<file path="src/inc/gpfgh_pkg.sv">
// gpfgh_pkg: register map, reset values, selector codes, bus states and pin helpers
// for the three-port pin multiplexer; shared by the bus front end and the port core.
package gpfgh_pkg;

   // port widths
   localparam int F_W = 8;
   localparam int G_W = 16;
   localparam int H_W = 11;

   // register byte addresses (aligned 32-bit words)
   localparam logic [31:0] ADDR_F_CFG = 32'h5600_0050;
   localparam logic [31:0] ADDR_F_DAT = 32'h5600_0054;
   localparam logic [31:0] ADDR_F_PUD = 32'h5600_0058;
   localparam logic [31:0] ADDR_G_CFG = 32'h5600_0060;
   localparam logic [31:0] ADDR_G_DAT = 32'h5600_0064;
   localparam logic [31:0] ADDR_G_PUD = 32'h5600_0068;
   localparam logic [31:0] ADDR_H_CFG = 32'h5600_0070;
   localparam logic [31:0] ADDR_H_DAT = 32'h5600_0074;
   localparam logic [31:0] ADDR_H_PUD = 32'h5600_0078;

   // reset values
   localparam logic [2*F_W-1:0] F_CFG_RST = 16'h0000;
   localparam logic [2*G_W-1:0] G_CFG_RST = 32'h0000_0000;
   localparam logic [2*H_W-1:0] H_CFG_RST = 22'h00_0000;
   localparam logic [F_W-1:0]   F_PUD_RST = 8'h00;
   localparam logic [G_W-1:0]   G_PUD_RST = 16'hfc00;
   localparam logic [H_W-1:0]   H_PUD_RST = 11'h000;

   // selector codes
   localparam logic [1:0] SEL_IN   = 2'h0;
   localparam logic [1:0] SEL_OUT  = 2'h1;
   localparam logic [1:0] SEL_ALT2 = 2'h2;
   localparam logic [1:0] SEL_ALT3 = 2'h3;

   // pins where code three is a real function; elsewhere it is reserved
   localparam logic [G_W-1:0] G_ALT3_MASK = 16'h0efc;
   localparam logic [H_W-1:0] H_ALT3_MASK = 11'h0c0;
   // serial channel one flow control pins on both ports
   localparam int G_RTS_PIN = 9;
   localparam int G_CTS_PIN = 10;
   localparam int H_RTS_PIN = 6;
   localparam int H_CTS_PIN = 7;

   localparam logic [1:0] HTRANS_NONSEQ = 2'h2;
   localparam logic [1:0] HRESP_OKAY    = 2'h0;

   typedef enum logic [1:0] {
      FE_IDLE  = 2'b00,
      FE_WRITE = 2'b01,
      FE_READ  = 2'b10
   } gpfgh_fe_state_t;

   // pad drive {oe, out} for one pin; reserved codes fall back to input
   function automatic logic [1:0] pinDrive(input logic [1:0] sel, input logic dat,
                                           input logic a2o, input logic a2e,
                                           input logic a3ok, input logic a3o, input logic a3e);
      logic [1:0] drv;
      drv = 2'b00;
      if (sel == SEL_OUT) drv = {1'b1, dat};
      else if (sel == SEL_ALT2) drv = {a2e, a2o};
      else if (sel == SEL_ALT3 && a3ok) drv = {a3e, a3o};
      return drv;
   endfunction

   // read-back bit: pad level on input (and reserved), stored bit otherwise
   function automatic logic pinRead(input logic [1:0] sel, input logic a3ok,
                                    input logic pad, input logic dat);
      logic isIn;
      isIn = (sel == SEL_IN) || (sel == SEL_ALT3 && !a3ok);
      return isIn ? pad : dat;
   endfunction

endpackage

</file>
<file path="src/inc/gpfgh_regs_if.sv">
// gpfgh_regs_if: register access path between the bus front end and the port core.
// assumes one clock; wrEn is a one-cycle strobe, rdData is combinational from the core.
`timescale 1ns/1ns
interface gpfgh_regs_if;
   logic        wrEn;     // write strobe in the data phase
   logic [31:0] addr;     // latched byte address of the transfer
   logic [31:0] wrData;   // write data (hwdata)
   logic [31:0] rdData;   // read-back word for addr
   logic        hit;      // addr is a mapped register

   modport fe   (output wrEn, output addr, output wrData, input rdData, input hit);
   modport regs (input wrEn, input addr, input wrData, output rdData, output hit);
endinterface

</file>
<file path="src/rtl/gpfgh_ahb_front.sv">
// gpfgh_ahb_front: AHB-Lite slave front end; zero-wait writes, one wait state on reads.
// assumes single word transfers; the core answers rdData for the latched address.
`timescale 1ns/1ns
module gpfgh_ahb_front
   import gpfgh_pkg::*;
(
   input  wire logic        clk,
   input  wire logic        resetn,
   input  wire logic        hsel,
   input  wire logic [31:0] haddr,
   input  wire logic [1:0]  htrans,
   input  wire logic        hwrite,
   input  wire logic [2:0]  hsize,
   input  wire logic [31:0] hwdata,
   input  wire logic        hready,
   output logic      [31:0] hrdata,
   output logic             hreadyout,
   output logic             hresp,
   gpfgh_regs_if.fe         bus
);

   gpfgh_fe_state_t state;
   gpfgh_fe_state_t next_state;
   logic [31:0]     addrQ;
   wire             accept = hsel && htrans[1] && hready;
   wire             sizeWord = (hsize == 3'h2);

   // only word writes reach the registers; narrower ones complete harmlessly
   assign bus.wrEn   = (state == FE_WRITE);
   assign bus.addr   = addrQ;
   assign bus.wrData = hwdata;
   assign next_state = accept ? (hwrite ? (sizeWord ? FE_WRITE : FE_IDLE) : FE_READ) : FE_IDLE;

   // address phase capture and state
   always_ff @(posedge clk or negedge resetn) begin
      if (!resetn) begin
         state <= FE_IDLE;
         addrQ <= 32'h0000_0000;
      end else begin
         state <= next_state;
         if (accept) addrQ <= haddr;
      end
   end

   // the read wait state lets a write in the previous data phase land first
   always_ff @(posedge clk or negedge resetn) begin
      if (!resetn) begin
         hrdata    <= 32'h0000_0000;
         hreadyout <= 1'b1;
         hresp     <= 1'b0;
      end else begin
         hresp     <= HRESP_OKAY[0];
         hreadyout <= !(accept && !hwrite);
         if (state == FE_READ) hrdata <= bus.hit ? bus.rdData : 32'h0000_0000;
      end
   end

endmodule

</file>
<file path="src/rtl/gpfgh_ports.sv">
// gpfgh_ports: configuration, data and pull-up registers of three pin ports and the
// pad multiplexing between software data and peripheral functions.
// assumes pad inputs and peripheral signals are synchronous to clk; pads are
// resolved outside from out/oe, pull-ups are switched by pullupEn.
`timescale 1ns/1ns

// Summary of operation
// [RULE1] Each first-port pin has a 2-bit selector for input, output or its external interrupt line; code three is reserved and reset is input.
// [RULE2] Each second-port pin has a 2-bit selector: input, output, or external interrupt lines eight to twenty-three in order, reset zero.
// [RULE3] Selector code three on chosen second-port pins picks timer clock, serial one flow control, sync serial one and select or panel power-down.
// [RULE4] Third-port selector code two picks the clock outputs, external uart clock, three serial channels and serial zero flow control, reset zero.
// [RULE5] On the third serial channel pins of the third port, code three carries serial one clear-to-send and request-to-send instead.
// [RULE6] Software sets first-port pins to interrupt mode before using them to wake from power-down.
// [RULE7] Software sets the lower eight second-port pins to interrupt mode before sleep if they wake the system.
// [RULE8] Software keeps the top three second-port pins as inputs when booting from NAND flash.
// [RULE9] A pin set as input reads back its current pad level in the data register.
// [RULE10] A pin set as output is driven with its data register bit.
// [RULE11] A pin given to an alternate function reads back an unspecified value from its data bit.
// [RULE12] A pull-up disable bit of zero enables the pin's pull-up and one switches it off.
// [RULE13] The first and third port pull-up disable registers reset to zero, all pull-ups on.
// [RULE14] The second port pull-up disable register resets with its upper six bits set.
// [RULE15] Port data registers are not reset and are undefined until written.
// [RULE16] Software does not write reserved selector codes; such pins behave as inputs.
// [RULE17] A register write changes pin direction, function, level and pull-up at the edge that ends the write; peripheral inputs change one edge later.
module gpfgh_ports
   import gpfgh_pkg::*;
(
   input  wire logic              clk,
   input  wire logic              resetn,
   // AHB-Lite slave
   input  wire logic              hsel,
   input  wire logic [31:0]       haddr,
   input  wire logic [1:0]        htrans,
   input  wire logic              hwrite,
   input  wire logic [2:0]        hsize,
   input  wire logic [31:0]       hwdata,
   input  wire logic              hready,
   output logic      [31:0]       hrdata,
   output logic                   hreadyout,
   output logic                   hresp,
   // first port pads
   input  wire logic [F_W-1:0]    fPadIn,
   output logic      [F_W-1:0]    fPadOut,
   output logic      [F_W-1:0]    fPadOe,
   output logic      [F_W-1:0]    fPullupEn,
   // second port pads
   input  wire logic [G_W-1:0]    gPadIn,
   output logic      [G_W-1:0]    gPadOut,
   output logic      [G_W-1:0]    gPadOe,
   output logic      [G_W-1:0]    gPullupEn,
   // third port pads
   input  wire logic [H_W-1:0]    hPadIn,
   output logic      [H_W-1:0]    hPadOut,
   output logic      [H_W-1:0]    hPadOe,
   output logic      [H_W-1:0]    hPullupEn,
   // peripheral side
   output logic      [23:0]       extIntLine,
   input  wire logic [G_W-1:0]    gFuncOut,
   input  wire logic [G_W-1:0]    gFuncOe,
   output logic      [G_W-1:0]    gFuncIn,
   input  wire logic [H_W-1:0]    hFuncOut,
   input  wire logic [H_W-1:0]    hFuncOe,
   output logic      [H_W-1:0]    hFuncIn
);

   gpfgh_regs_if bus ();

   gpfgh_ahb_front u_front (
      .clk       (clk),
      .resetn    (resetn),
      .hsel      (hsel),
      .haddr     (haddr),
      .htrans    (htrans),
      .hwrite    (hwrite),
      .hsize     (hsize),
      .hwdata    (hwdata),
      .hready    (hready),
      .hrdata    (hrdata),
      .hreadyout (hreadyout),
      .hresp     (hresp),
      .bus       (bus)
   );

   // software registers
   logic [2*F_W-1:0] fCfg;
   logic [2*G_W-1:0] gCfg;
   logic [2*H_W-1:0] hCfg;
   logic [F_W-1:0]   fDat;
   logic [G_W-1:0]   gDat;
   logic [H_W-1:0]   hDat;
   logic [F_W-1:0]   fPud;
   logic [G_W-1:0]   gPud;
   logic [H_W-1:0]   hPud;

   // write decode
   wire wrFCfg = bus.wrEn && (bus.addr == ADDR_F_CFG);
   wire wrFDat = bus.wrEn && (bus.addr == ADDR_F_DAT);
   wire wrFPud = bus.wrEn && (bus.addr == ADDR_F_PUD);
   wire wrGCfg = bus.wrEn && (bus.addr == ADDR_G_CFG);
   wire wrGDat = bus.wrEn && (bus.addr == ADDR_G_DAT);
   wire wrGPud = bus.wrEn && (bus.addr == ADDR_G_PUD);
   wire wrHCfg = bus.wrEn && (bus.addr == ADDR_H_CFG);
   wire wrHDat = bus.wrEn && (bus.addr == ADDR_H_DAT);
   wire wrHPud = bus.wrEn && (bus.addr == ADDR_H_PUD);

   // next register values; pads are computed from these so a write shows at its own edge
   wire [2*F_W-1:0] next_fCfg = wrFCfg ? bus.wrData[2*F_W-1:0] : fCfg;   // [RULE1]
   wire [2*G_W-1:0] next_gCfg = wrGCfg ? bus.wrData[2*G_W-1:0] : gCfg;   // [RULE2]
   wire [2*H_W-1:0] next_hCfg = wrHCfg ? bus.wrData[2*H_W-1:0] : hCfg;   // [RULE4]
   wire [F_W-1:0]   next_fDat = wrFDat ? bus.wrData[F_W-1:0] : fDat;
   wire [G_W-1:0]   next_gDat = wrGDat ? bus.wrData[G_W-1:0] : gDat;
   wire [H_W-1:0]   next_hDat = wrHDat ? bus.wrData[H_W-1:0] : hDat;
   wire [F_W-1:0]   next_fPud = wrFPud ? bus.wrData[F_W-1:0] : fPud;
   wire [G_W-1:0]   next_gPud = wrGPud ? bus.wrData[G_W-1:0] : gPud;
   wire [H_W-1:0]   next_hPud = wrHPud ? bus.wrData[H_W-1:0] : hPud;

   // selector and pull-up registers carry reset values
   always_ff @(posedge clk or negedge resetn) begin
      if (!resetn) begin
         fCfg <= F_CFG_RST;                       // [RULE1]
         gCfg <= G_CFG_RST;                       // [RULE2]
         hCfg <= H_CFG_RST;                       // [RULE4]
         fPud <= F_PUD_RST;                       // [RULE13]
         gPud <= G_PUD_RST;                       // [RULE14]
         hPud <= H_PUD_RST;                       // [RULE13]
      end else begin
         fCfg <= next_fCfg;
         gCfg <= next_gCfg;
         hCfg <= next_hCfg;
         fPud <= next_fPud;
         gPud <= next_gPud;
         hPud <= next_hPud;
      end
   end

   // data registers have no reset: saves the reset net on 35 flops, content undefined
   always_ff @(posedge clk) begin
      fDat <= next_fDat;                          // [RULE15]
      gDat <= next_gDat;
      hDat <= next_hDat;
   end

   // combinational pad drive, read-back and peripheral inputs
   logic [F_W-1:0] fOutN;
   logic [F_W-1:0] fOeN;
   logic [F_W-1:0] fRd;
   logic [F_W-1:0] fEint;
   logic [G_W-1:0] gOutN;
   logic [G_W-1:0] gOeN;
   logic [G_W-1:0] gRd;
   logic [G_W-1:0] gEint;
   logic [G_W-1:0] gFnIn;
   logic [H_W-1:0] hOutN;
   logic [H_W-1:0] hOeN;
   logic [H_W-1:0] hRd;
   logic [H_W-1:0] hFnIn;

   // first port: code two hands the pad to the interrupt line, nothing is driven
   for (genvar i = 0; i < F_W; i++) begin : g_fpin
      wire [1:0] selN = next_fCfg[2*i +: 2];
      wire [1:0] sel  = fCfg[2*i +: 2];
      wire [1:0] drv  = pinDrive(selN, next_fDat[i], 1'b0, 1'b0, 1'b0, 1'b0, 1'b0); // [RULE10] [RULE16]
      assign fOutN[i] = drv[0];
      assign fOeN[i]  = drv[1];
      assign fRd[i]   = pinRead(sel, 1'b0, fPadIn[i], fDat[i]);                      // [RULE9] [RULE11]
      assign fEint[i] = (sel == SEL_ALT2) && fPadIn[i];                              // [RULE1] [RULE6]
   end

   // second port: code two feeds lines 8..23, code three goes to the mapped peripherals
   for (genvar i = 0; i < G_W; i++) begin : g_gpin
      wire [1:0] selN = next_gCfg[2*i +: 2];
      wire [1:0] sel  = gCfg[2*i +: 2];
      wire [1:0] drv  = pinDrive(selN, next_gDat[i], 1'b0, 1'b0,
                                 G_ALT3_MASK[i], gFuncOut[i], gFuncOe[i]);           // [RULE3] [RULE10]
      assign gOutN[i] = drv[0];
      assign gOeN[i]  = drv[1];
      assign gRd[i]   = pinRead(sel, G_ALT3_MASK[i], gPadIn[i], gDat[i]);           // [RULE9] [RULE11]
      assign gEint[i] = (sel == SEL_ALT2) && gPadIn[i];                              // [RULE2] [RULE7]
      assign gFnIn[i] = (sel == SEL_ALT3 && G_ALT3_MASK[i]) ? gPadIn[i] : 1'b1;      // [RULE3]
   end

   // third port: code two is the fixed function, code three only on the serial two pins
   for (genvar i = 0; i < H_W; i++) begin : g_hpin
      wire [1:0] selN = next_hCfg[2*i +: 2];
      wire [1:0] sel  = hCfg[2*i +: 2];
      // the serial one request line is shared with its second-port source
      wire a3o = (i == H_RTS_PIN) ? gFuncOut[G_RTS_PIN] : 1'b0;
      wire a3e = (i == H_RTS_PIN) ? gFuncOe[G_RTS_PIN] : 1'b0;
      wire [1:0] drv  = pinDrive(selN, next_hDat[i], hFuncOut[i], hFuncOe[i],
                                 H_ALT3_MASK[i], a3o, a3e);                          // [RULE4] [RULE5]
      assign hOutN[i] = drv[0];
      assign hOeN[i]  = drv[1];
      assign hRd[i]   = pinRead(sel, H_ALT3_MASK[i], hPadIn[i], hDat[i]);           // [RULE9] [RULE11]
      assign hFnIn[i] = (sel == SEL_ALT2) ? hPadIn[i] : 1'b1;                        // [RULE4]
   end

   // serial one clear-to-send: second-port pin wins if both are selected
   wire gCtsSel  = (gCfg[2*G_CTS_PIN +: 2] == SEL_ALT3);
   wire hCtsSel  = (hCfg[2*H_CTS_PIN +: 2] == SEL_ALT3);
   wire ctsLevel = gCtsSel ? gPadIn[G_CTS_PIN] : (hCtsSel ? hPadIn[H_CTS_PIN] : 1'b1); // [RULE5]

   wire [G_W-1:0] gFnInAll = {gFnIn[G_W-1:G_CTS_PIN+1], ctsLevel, gFnIn[G_CTS_PIN-1:0]};

   // pad outputs are registered from next values; one edge from write to pad
   always_ff @(posedge clk or negedge resetn) begin
      if (!resetn) begin
         fPadOut   <= {F_W{1'b0}};
         fPadOe    <= {F_W{1'b0}};
         fPullupEn <= ~F_PUD_RST;                 // [RULE13]
         gPadOut   <= {G_W{1'b0}};
         gPadOe    <= {G_W{1'b0}};
         gPullupEn <= ~G_PUD_RST;                 // [RULE14]
         hPadOut   <= {H_W{1'b0}};
         hPadOe    <= {H_W{1'b0}};
         hPullupEn <= ~H_PUD_RST;                 // [RULE13]
      end else begin
         fPadOut   <= fOutN;                      // [RULE17]
         fPadOe    <= fOeN;
         fPullupEn <= ~next_fPud;                 // [RULE12]
         gPadOut   <= gOutN;
         gPadOe    <= gOeN;
         gPullupEn <= ~next_gPud;                 // [RULE12]
         hPadOut   <= hOutN;
         hPadOe    <= hOeN;
         hPullupEn <= ~next_hPud;                 // [RULE12]
      end
   end

   // peripheral-side inputs, registered so every output comes from a flop
   always_ff @(posedge clk or negedge resetn) begin
      if (!resetn) begin
         extIntLine <= 24'h00_0000;
         gFuncIn    <= {G_W{1'b1}};
         hFuncIn    <= {H_W{1'b1}};
      end else begin
         extIntLine <= {gEint, fEint};            // [RULE2]
         gFuncIn    <= gFnInAll;
         hFuncIn    <= hFnIn;
      end
   end

   // read-back mux; unmapped addresses read zero
   wire selFCfg = (bus.addr == ADDR_F_CFG);
   wire selFDat = (bus.addr == ADDR_F_DAT);
   wire selFPud = (bus.addr == ADDR_F_PUD);
   wire selGCfg = (bus.addr == ADDR_G_CFG);
   wire selGDat = (bus.addr == ADDR_G_DAT);
   wire selGPud = (bus.addr == ADDR_G_PUD);
   wire selHCfg = (bus.addr == ADDR_H_CFG);
   wire selHDat = (bus.addr == ADDR_H_DAT);
   wire selHPud = (bus.addr == ADDR_H_PUD);

   assign bus.hit = selFCfg | selFDat | selFPud | selGCfg | selGDat | selGPud |
                    selHCfg | selHDat | selHPud;

   assign bus.rdData = ({32{selFCfg}} & {16'h0000, fCfg})
                     | ({32{selFDat}} & {24'h00_0000, fRd})
                     | ({32{selFPud}} & {24'h00_0000, fPud})
                     | ({32{selGCfg}} & gCfg)
                     | ({32{selGDat}} & {16'h0000, gRd})
                     | ({32{selGPud}} & {16'h0000, gPud})
                     | ({32{selHCfg}} & {10'h000, hCfg})
                     | ({32{selHDat}} & {21'h00_0000, hRd})
                     | ({32{selHPud}} & {21'h00_0000, hPud});

endmodule

</file>
<file path="config.mk">
export PLATFORM = sky130hd
export DESIGN_NAME = gpfgh_ports
export DESIGN_NICKNAME = d
export VERILOG_FILES = /design/src/inc/gpfgh_pkg.sv /design/src/inc/gpfgh_regs_if.sv /design/src/rtl/gpfgh_ahb_front.sv /design/src/rtl/gpfgh_ports.sv
export SDC_FILE = /design/constraint.sdc
export NUM_CORES = 1
export LEC_CHECK = 0
export ABC_AREA = 1
export BUFFER_PORTS_ARGS = -buffer_cell sky130_fd_sc_hd__buf_2
export CAP_MARGIN = 20
export CORE_MARGIN = 4
export CORE_UTILIZATION = 58
export DETAILED_ROUTE_END_ITERATION = 7
export GPL_ROUTABILITY_DRIVEN = 0
export PLACE_DENSITY = 0.82
export SKIP_CTS_REPAIR_TIMING = 1
export SLEW_MARGIN = 25
export SYNTH_ARGS = -nofsm -noshare
export SYNTH_HDL_FRONTEND = slang
export SYNTH_SLANG_ARGS = --single-unit
</file>
<file path="constraint.sdc">
create_clock -name clk -period 2.9 [get_ports clk]
set_input_delay 0.58 -clock clk [delete_from_list [all_inputs] [get_ports clk]]
set_output_delay 0.58 -clock clk [all_outputs]
set_load 0.01 [all_outputs]
</file>
==> impl_results.md, run 1 <==
* Arr. time, crit path at 2.87 ns
* Htree depth at 2
* Setup_tns at 0 ns
* Avg Cell Area, Syn at 8.63 um^2
* Peak supply drop at 504 uV
* CTS Sinks at 356
* DR vias at 13,200
* Synth top area share at 0.442
* Ys flop type: dfrtp_1
* Vias in the first global route at 13,200
* #FFs+latches synth at 356
* DIE AREA at 0.0285 mm^2
* Clock transition at path regs at 0.06 ns
* Largest net degree at the start of global routing at 89
* Worst Hold Class: in -> async
* Die height at 169 um
* Netlist cell types at 36
* Die Width at 169 um
* Cell with the most instances after synthesis: nand2_1
* Fin crit period at 2.49 ns
* CP peak stage delay at 0.52 ns
* Max-cap viol count at 0
* DR top layer: met5
* DR vias/cell at 5.40
* Worst Path Required at 3.29 ns
* Pins Over Slew Limit at 0
* Relative slew slack at 0.348
* Largest area contributor in the netlist: dfrtp_1
* Tcrit/Tclk final at 0.858
* CP cell instances: inv_1, nand2_1, nor2_1, nand2_1, nor2_4, nand3_1, o21ai_0, nor2_1
* PD cells at 567 mW/mm^2
* # nets final at 2,276
* Metal3 WL at 4530 um
* Worst-case reg-to-reg path depth at 8
* Post-DP HPWL at 33,200 um
* Starting Density at 0.593
* Hold slack at 0.0634 ns
* GR Util All Layers at 0.318
* Layout filler cell count at 1,893
* Root buffer cell: clkbuf_16
* CP max stage cell: nand3_1
* Drt pass-1 iters at 5
* Ys async rst share at 0.902
* Met1 WL at 17,100 um
* Total wire length at 45,900 um
* Warning count from the yosys run at 0
* Crit Path Class: reg -> reg
* RR Startpoint: u_front.bus.addr[3]$_DFFE_PN0P_
* Slew @ Worst Pin at 0.976 ns
* # DRC at 0
* Core Rows at 58
* Met2 routed WL at 21,900 um
* Skew-Pair Late Insertion Delay at 0.53 ns
* Num ports at 353
* Most frequent cells after synthesis: nand2_1, inv_1, dfrtp_1
* Core area at 0.0253 mm^2
* Initial DRC Count at 1,471
* Status: finished, final reports clean
* Crit. End Element: flop
* Initial antenna violation count at 3
* Longest Clk Path Bufs at 3
* Mapped Cells at 1,739
* R2R Setup Slk at 0.41 ns
* RSZ-0062 raised after global routing: false
* Register area share after synthesis at 0.586
* FF-to-FF End: fPadOut[5]$_DFF_PN0_
* FMAX at 0.402 GHz
* Synth Cell Area at 0.0150 mm^2
* Crit path to: fPadOut[5]$_DFF_PN0_
* Crit Path Max Fanout at 16
* CTS tree: yes
* Final setup violation count at 0
* Crit. Startpoint: u_front.bus.addr[3]$_DFFE_PN0P_
* Routed Antenna Nets at 0
* Layout cells sized above 1 at 0.242
* Multi-input gate area at 0.00481 mm^2
* CP Launch Type: flop
* Max Clock Skew at 0.0203 ns
* FF+latch area at 0.00880 mm^2
* Post-synth EDFFs at 0
* CTS Buf Count at 37
* Gr ovfl total at 0
* Post-route insts no fill at 2,449
* Layout Area Growth over Synthesis at 22.2%
* First-pass GRT wire length at 70,500 um
* DR WL/cell at 18.7 um
* Largest cells by area after synthesis: dfrtp_1, nand2_1, dfstp_2, inv_1, o21ai_0
* Buffers on Ports at 329
* Final Hold Viols at 0
* LEAKAGE at 10.6 nW
* Pwr Total at 10.4 mW
* Placed Cells at 2,380
[layout make-up]
class                      count  share of cell area
sequential                   356               0.480
multi-input combinational   1030               0.262
timing repair buffer         362               0.108
inverter                     302              0.0618
clock buffer                  54              0.0572
tap                          330              0.0225
clock inverter                13             0.00879
antenna                        2            0.000273
[critical path: cells and delay by family (launching register included)]
kind | cells | cell delay (ns)
and+or+nand+nor | 6 | 1.40
DFF | 1 | 0.38
AOI/OAI and AO/OA | 1 | 0.49
buffers and inverters | 1 | 0.08
[sequential cells by signal, indices dropped and copies added, names as in the netlist, 16 cells and up]
signal / cells
gCfg: 32
u_front.bus.addr: 32
u_front.hrdata: 32
extIntLine: 24
hCfg: 22
fCfg: 16
gDat: 16
gPadOe: 16
gPadOut: 16
gPud: 16
gPullupEn: 16
[kinds of logic (layout without fill, tap and decap cells)]
group                      Yosys count  in the layout  synth area share
DFF                                356            356             0.586
AOI/OAI and AO/OA                  252            252            0.0917
and+or+nand+nor                    735            735             0.199
adders and majority gates           24             24            0.0200
other                                2             10          0.000500
muxes                               11             11           0.00750
buffers and inverters              359            731            0.0952
[stage by stage]
stage               area (um^2)  setup slack, ns  utilization
finish                    18400            0.413        0.725
global route              18400            0.227        0.725
CTS                       18300            0.490        0.724
detailed placement        17100            0.509        0.677
global placement          17100            0.589        0.677
floorplan                 15000             1.08            -
[cell usage in the layout (no fill, tap or decap), types with 4 or more instances in the layout]
master     instances
o21ai_1           31
ha_1              24
clkbuf_16         37
a21oi_1           18
nand3_1           92
nor2_4             5
mux2i_1            9
dfrtp_1          265
o21ai_2           20
o21ai_0          167
buf_2            328
buf_12             6
dfxtp_1           35
o31ai_1           10
inv_1            296
inv_2              5
clkbuf_1          11
nand3b_1           6
nand2_1          471
dfstp_2           56
clkinv_2           4
nor3_1             4
conb_1             8
buf_4             27
clkbuf_8           6
nor2_1           149
[worst min-delay path by stage]
stage	slack [ns]	from	end	depth (start not counted)
after floorplan	0.28	resetn	extIntLine[0]$_DFF_PN0_	0
after global placement	0.46	u_front.hrdata[24]$_DFFE_PN0N_	u_front.hrdata[24]$_DFFE_PN0N_	2
after detailed placement	0.46	u_front.hrdata[4]$_DFFE_PN0N_	u_front.hrdata[4]$_DFFE_PN0N_	2
after CTS	0.12	resetn	hCfg[12]$_DFF_PN0_	1
after global routing	0.12	resetn	extIntLine[21]$_DFF_PN0_	1
final	0.06	resetn	extIntLine[21]$_DFF_PN0_	1
[power by group]
group	switching, mW	internal [mW]	total [mW]
clock network	1.95	2.80	4.75
registers	0.0481	5.06	5.11
logic	0.376	0.177	0.553
[routing by layer]
metal,GRT usage,vias up
li1,-,6048
met1,0.405,6225
met2,0.523,781
met3,0.0682,159
met4,0.152,2
met5,0,-
No activity file was read; power rests on OpenSTA's default activity.
==> run 2: changes to the inputs <==
--- a/config.mk
+++ b/config.mk
@@ -9,10 +9,10 @@
 export BUFFER_PORTS_ARGS = -buffer_cell sky130_fd_sc_hd__buf_2
 export CAP_MARGIN = 20
 export CORE_MARGIN = 4
-export CORE_UTILIZATION = 58
+export CORE_UTILIZATION = 54
 export DETAILED_ROUTE_END_ITERATION = 7
 export GPL_ROUTABILITY_DRIVEN = 0
-export PLACE_DENSITY = 0.82
+export PLACE_DENSITY = 0.77
 export SKIP_CTS_REPAIR_TIMING = 1
 export SLEW_MARGIN = 25
 export SYNTH_ARGS = -nofsm -noshare
==> constraint.sdc (replaced) <==
create_clock -name clk -period 2.7 [get_ports clk]
set_input_delay 0.54 -clock clk [delete_from_list [all_inputs] [get_ports clk]]
set_output_delay 0.54 -clock clk [all_outputs]
set_load 0.01 [all_outputs]
==> run 2 against run 1 <==
Effect of this change: the run now ends with negative hold slack left; sequential power is 7.4% higher; power up 8.5%; die area increased by 7.1%; maximum frequency up 3.3%; largest cell class unchanged; critical endpoint is now gPadOut[10]$_DFF_PN0_; via count is 1.8% lower.
==> impl_results.md, run 2 (synthesized netlist as in run 1, its figures left out) <==
* Status: finished with violations
* Failing checks: negative hold slack
* DIE AREA at 0.0305 mm^2 (+7.1%)
* Max-cap viol count at 0 (unchanged)
* Slew @ Worst Pin at 0.631 ns (-0.345 ns)
* Crit Path Class: reg -> reg
* Final Hold Viols at 2 (+2)
* Htree depth at 2 (unchanged)
* Skew-Pair Late Insertion Delay at 0.52 ns (about the same)
* Commonest cells after routing, fill and taps aside: nand2_1, buf_2, inv_1, dfrtp_1, o21ai_0
* Hold slack at -0.00296 ns (-0.0664 ns)
* Routed Antenna Nets at 0 (unchanged)
* Pins Over Slew Limit at 0 (unchanged)
* CP Launch Type: flop
* Root buffer cell: clkbuf_16
* Setup_tns at 0 ns (unchanged)
* Starting Density at 0.553 (-0.0403)
* Layout filler cell count at 2,207 (+17%)
* Max Clock Skew at 0.0148 ns (-0.00553 ns)
* Relative slew slack at 0.579 (+0.231)
* Pwr Total at 11.3 mW (+8.5%)
* Longest Clk Path Bufs at 3 (unchanged)
* Die height at 175 um (+3.5%)
* LEAKAGE at 10.6 nW (+0.55%)
* DR vias/cell at 5.19 (-3.9%)
* Arr. time, crit path at 2.82 ns (-0.05 ns)
* PD cells at 610 mW/mm^2 (+7.6%)
* Clock transition at path regs at 0.06 ns (about the same)
* Core area at 0.0272 mm^2 (+7.3%)
* Cell area after placement at 0.0173 mm^2 (+0.66%)
* Design Area, Final at 0.0185 mm^2 (+0.91%)
* RSZ-0062 raised after global routing: false
* Initial antenna violation count at 1 (-2)
* Peak supply drop at 440 uV (-13%)
* CTS tree: yes
* Initial DRC Count at 1,257 (-15%)
* Post-DP HPWL at 33,600 um (+0.94%)
* CTS Buf Count at 38 (+2.7%)
* Drt pass-1 iters at 6 (+1)
* Gr ovfl total at 0 (unchanged)
* Largest net degree at the start of global routing at 75 (-16%)
* # nets final at 2,285 (+0.40%)
* Buffers on Ports at 329 (unchanged)
* Worst Path Required at 3.11 ns (-0.18 ns)
* Num ports at 353 (unchanged)
* Crit. End Element: flop
* CTS Sinks at 356 (unchanged)
* Tcrit/Tclk final at 0.892 (+0.0344)
* Total wire length at 45,100 um (-1.7%)
* DR WL/cell at 18.0 um (-3.7%)
* Die Width at 175 um (+3.5%)
* # DRC at 0 (unchanged)
* First-pass GRT wire length at 69,800 um (-1.0%)
* Layout cells sized above 1 at 0.244 (+0.00157)
* Fin crit period at 2.41 ns (-0.0785 ns)
* FMAX at 0.415 GHz (+3.3%)
* Layout Area Growth over Synthesis at 23.3%
* Core Rows at 60 (+3.4%)
* GR Util All Layers at 0.293 (-0.0257)
* DR vias at 13,000 (-1.8%)
* Crit Path Max Fanout at 19 (+3)
* Final setup violation count at 0 (unchanged)
* Commonest non-fill, non-tap cell in the layout: nand2_1
* Vias in the first global route at 12,800 (-3.5%)
* Worst Hold Class: in -> async
==> run 2: routing by layer <==
layer / vias to the layer above / part of all wire / global-route usage
met4: 0 / 0.045 / 0.131
met2: 722 / 0.48 / 0.483
met3: 134 / 0.095 / 0.0526
met1: 6051 / 0.38 / 0.381
met5: - / 0 / 0
li1: 6065 / - / -
==> run 2: critical path, cell delays in order, from the launching register on <==
cell and delay, ns:
dfrtp_1 0.38, inv_1 0.07, nand2_1 0.05, nor2_1 0.14, nand2_1 0.11, nor2_4 0.37
nand2_1 0.28, nor2_4 0.30, buf_12 0.20, o21ai_0 0.14, nor2_1 0.19, nor2_1 0.07
==> run 2: layout make-up <==
type                            count  area (um^2)  share of cell area
Inverter                          302         1130              0.0612
Clock buffer                       64         1180              0.0638
Tap cell                          372          465              0.0251
Clock inverter                      6         85.1             0.00459
Timing Repair Buffer              370         2040               0.110
Multi-Input combinational cell   1030         4810               0.260
Antenna cell                        1         2.50            0.000135
Sequential cell                   356         8800               0.475
==> run 2: per-stage QoR <==
stage / hold WS [ns] / setup WS [ns] / utilization / instances
2_1_floorplan: 0.244 / 0.882 / - / 1745
3_3_place_gp: 0.459 / 0.397 / 0.635 / 2430
3_5_place_dp: 0.459 / 0.331 / 0.635 / 2430
4_1_cts: 0.0128 / 0.324 / 0.681 / 2500
5_1_grt: 0.0301 / 0.104 / 0.681 / 2501
6_report: -0.00296 / 0.291 / 0.681 / 2501
==> run 2: worst paths after layout <==
check / startpoint / endpoint / slack (ns) / cells past startpoint
max: u_front.bus.addr[27]$_DFFE_PN0P_ / gPadOut[10]$_DFF_PN0_ / 0.29 / 11
min: resetn / extIntLine[21]$_DFF_PN0_ / -0.003 / 1
max reg2reg: u_front.bus.addr[27]$_DFFE_PN0P_ / gPadOut[10]$_DFF_PN0_ / 0.29 / 11
min reg2reg: u_front.hrdata[12]$_DFFE_PN0N_ / u_front.hrdata[12]$_DFFE_PN0N_ / 0.47 / 2
max in group asynchronous: resetn / gPullupEn[8]$_DFF_PN1_ / 1.88 / 2
min in group clk: hsize[2] / u_front.state[0]$_DFF_PN0_ / 0.20 / 2
==> run 2: power breakdown <==
group	internal (mW)	leakage [nW]	switching (mW)
clock	3.17	0.611	2.05
combinational	0.192	5.88	0.399
sequential	5.44	4.13	0.0508
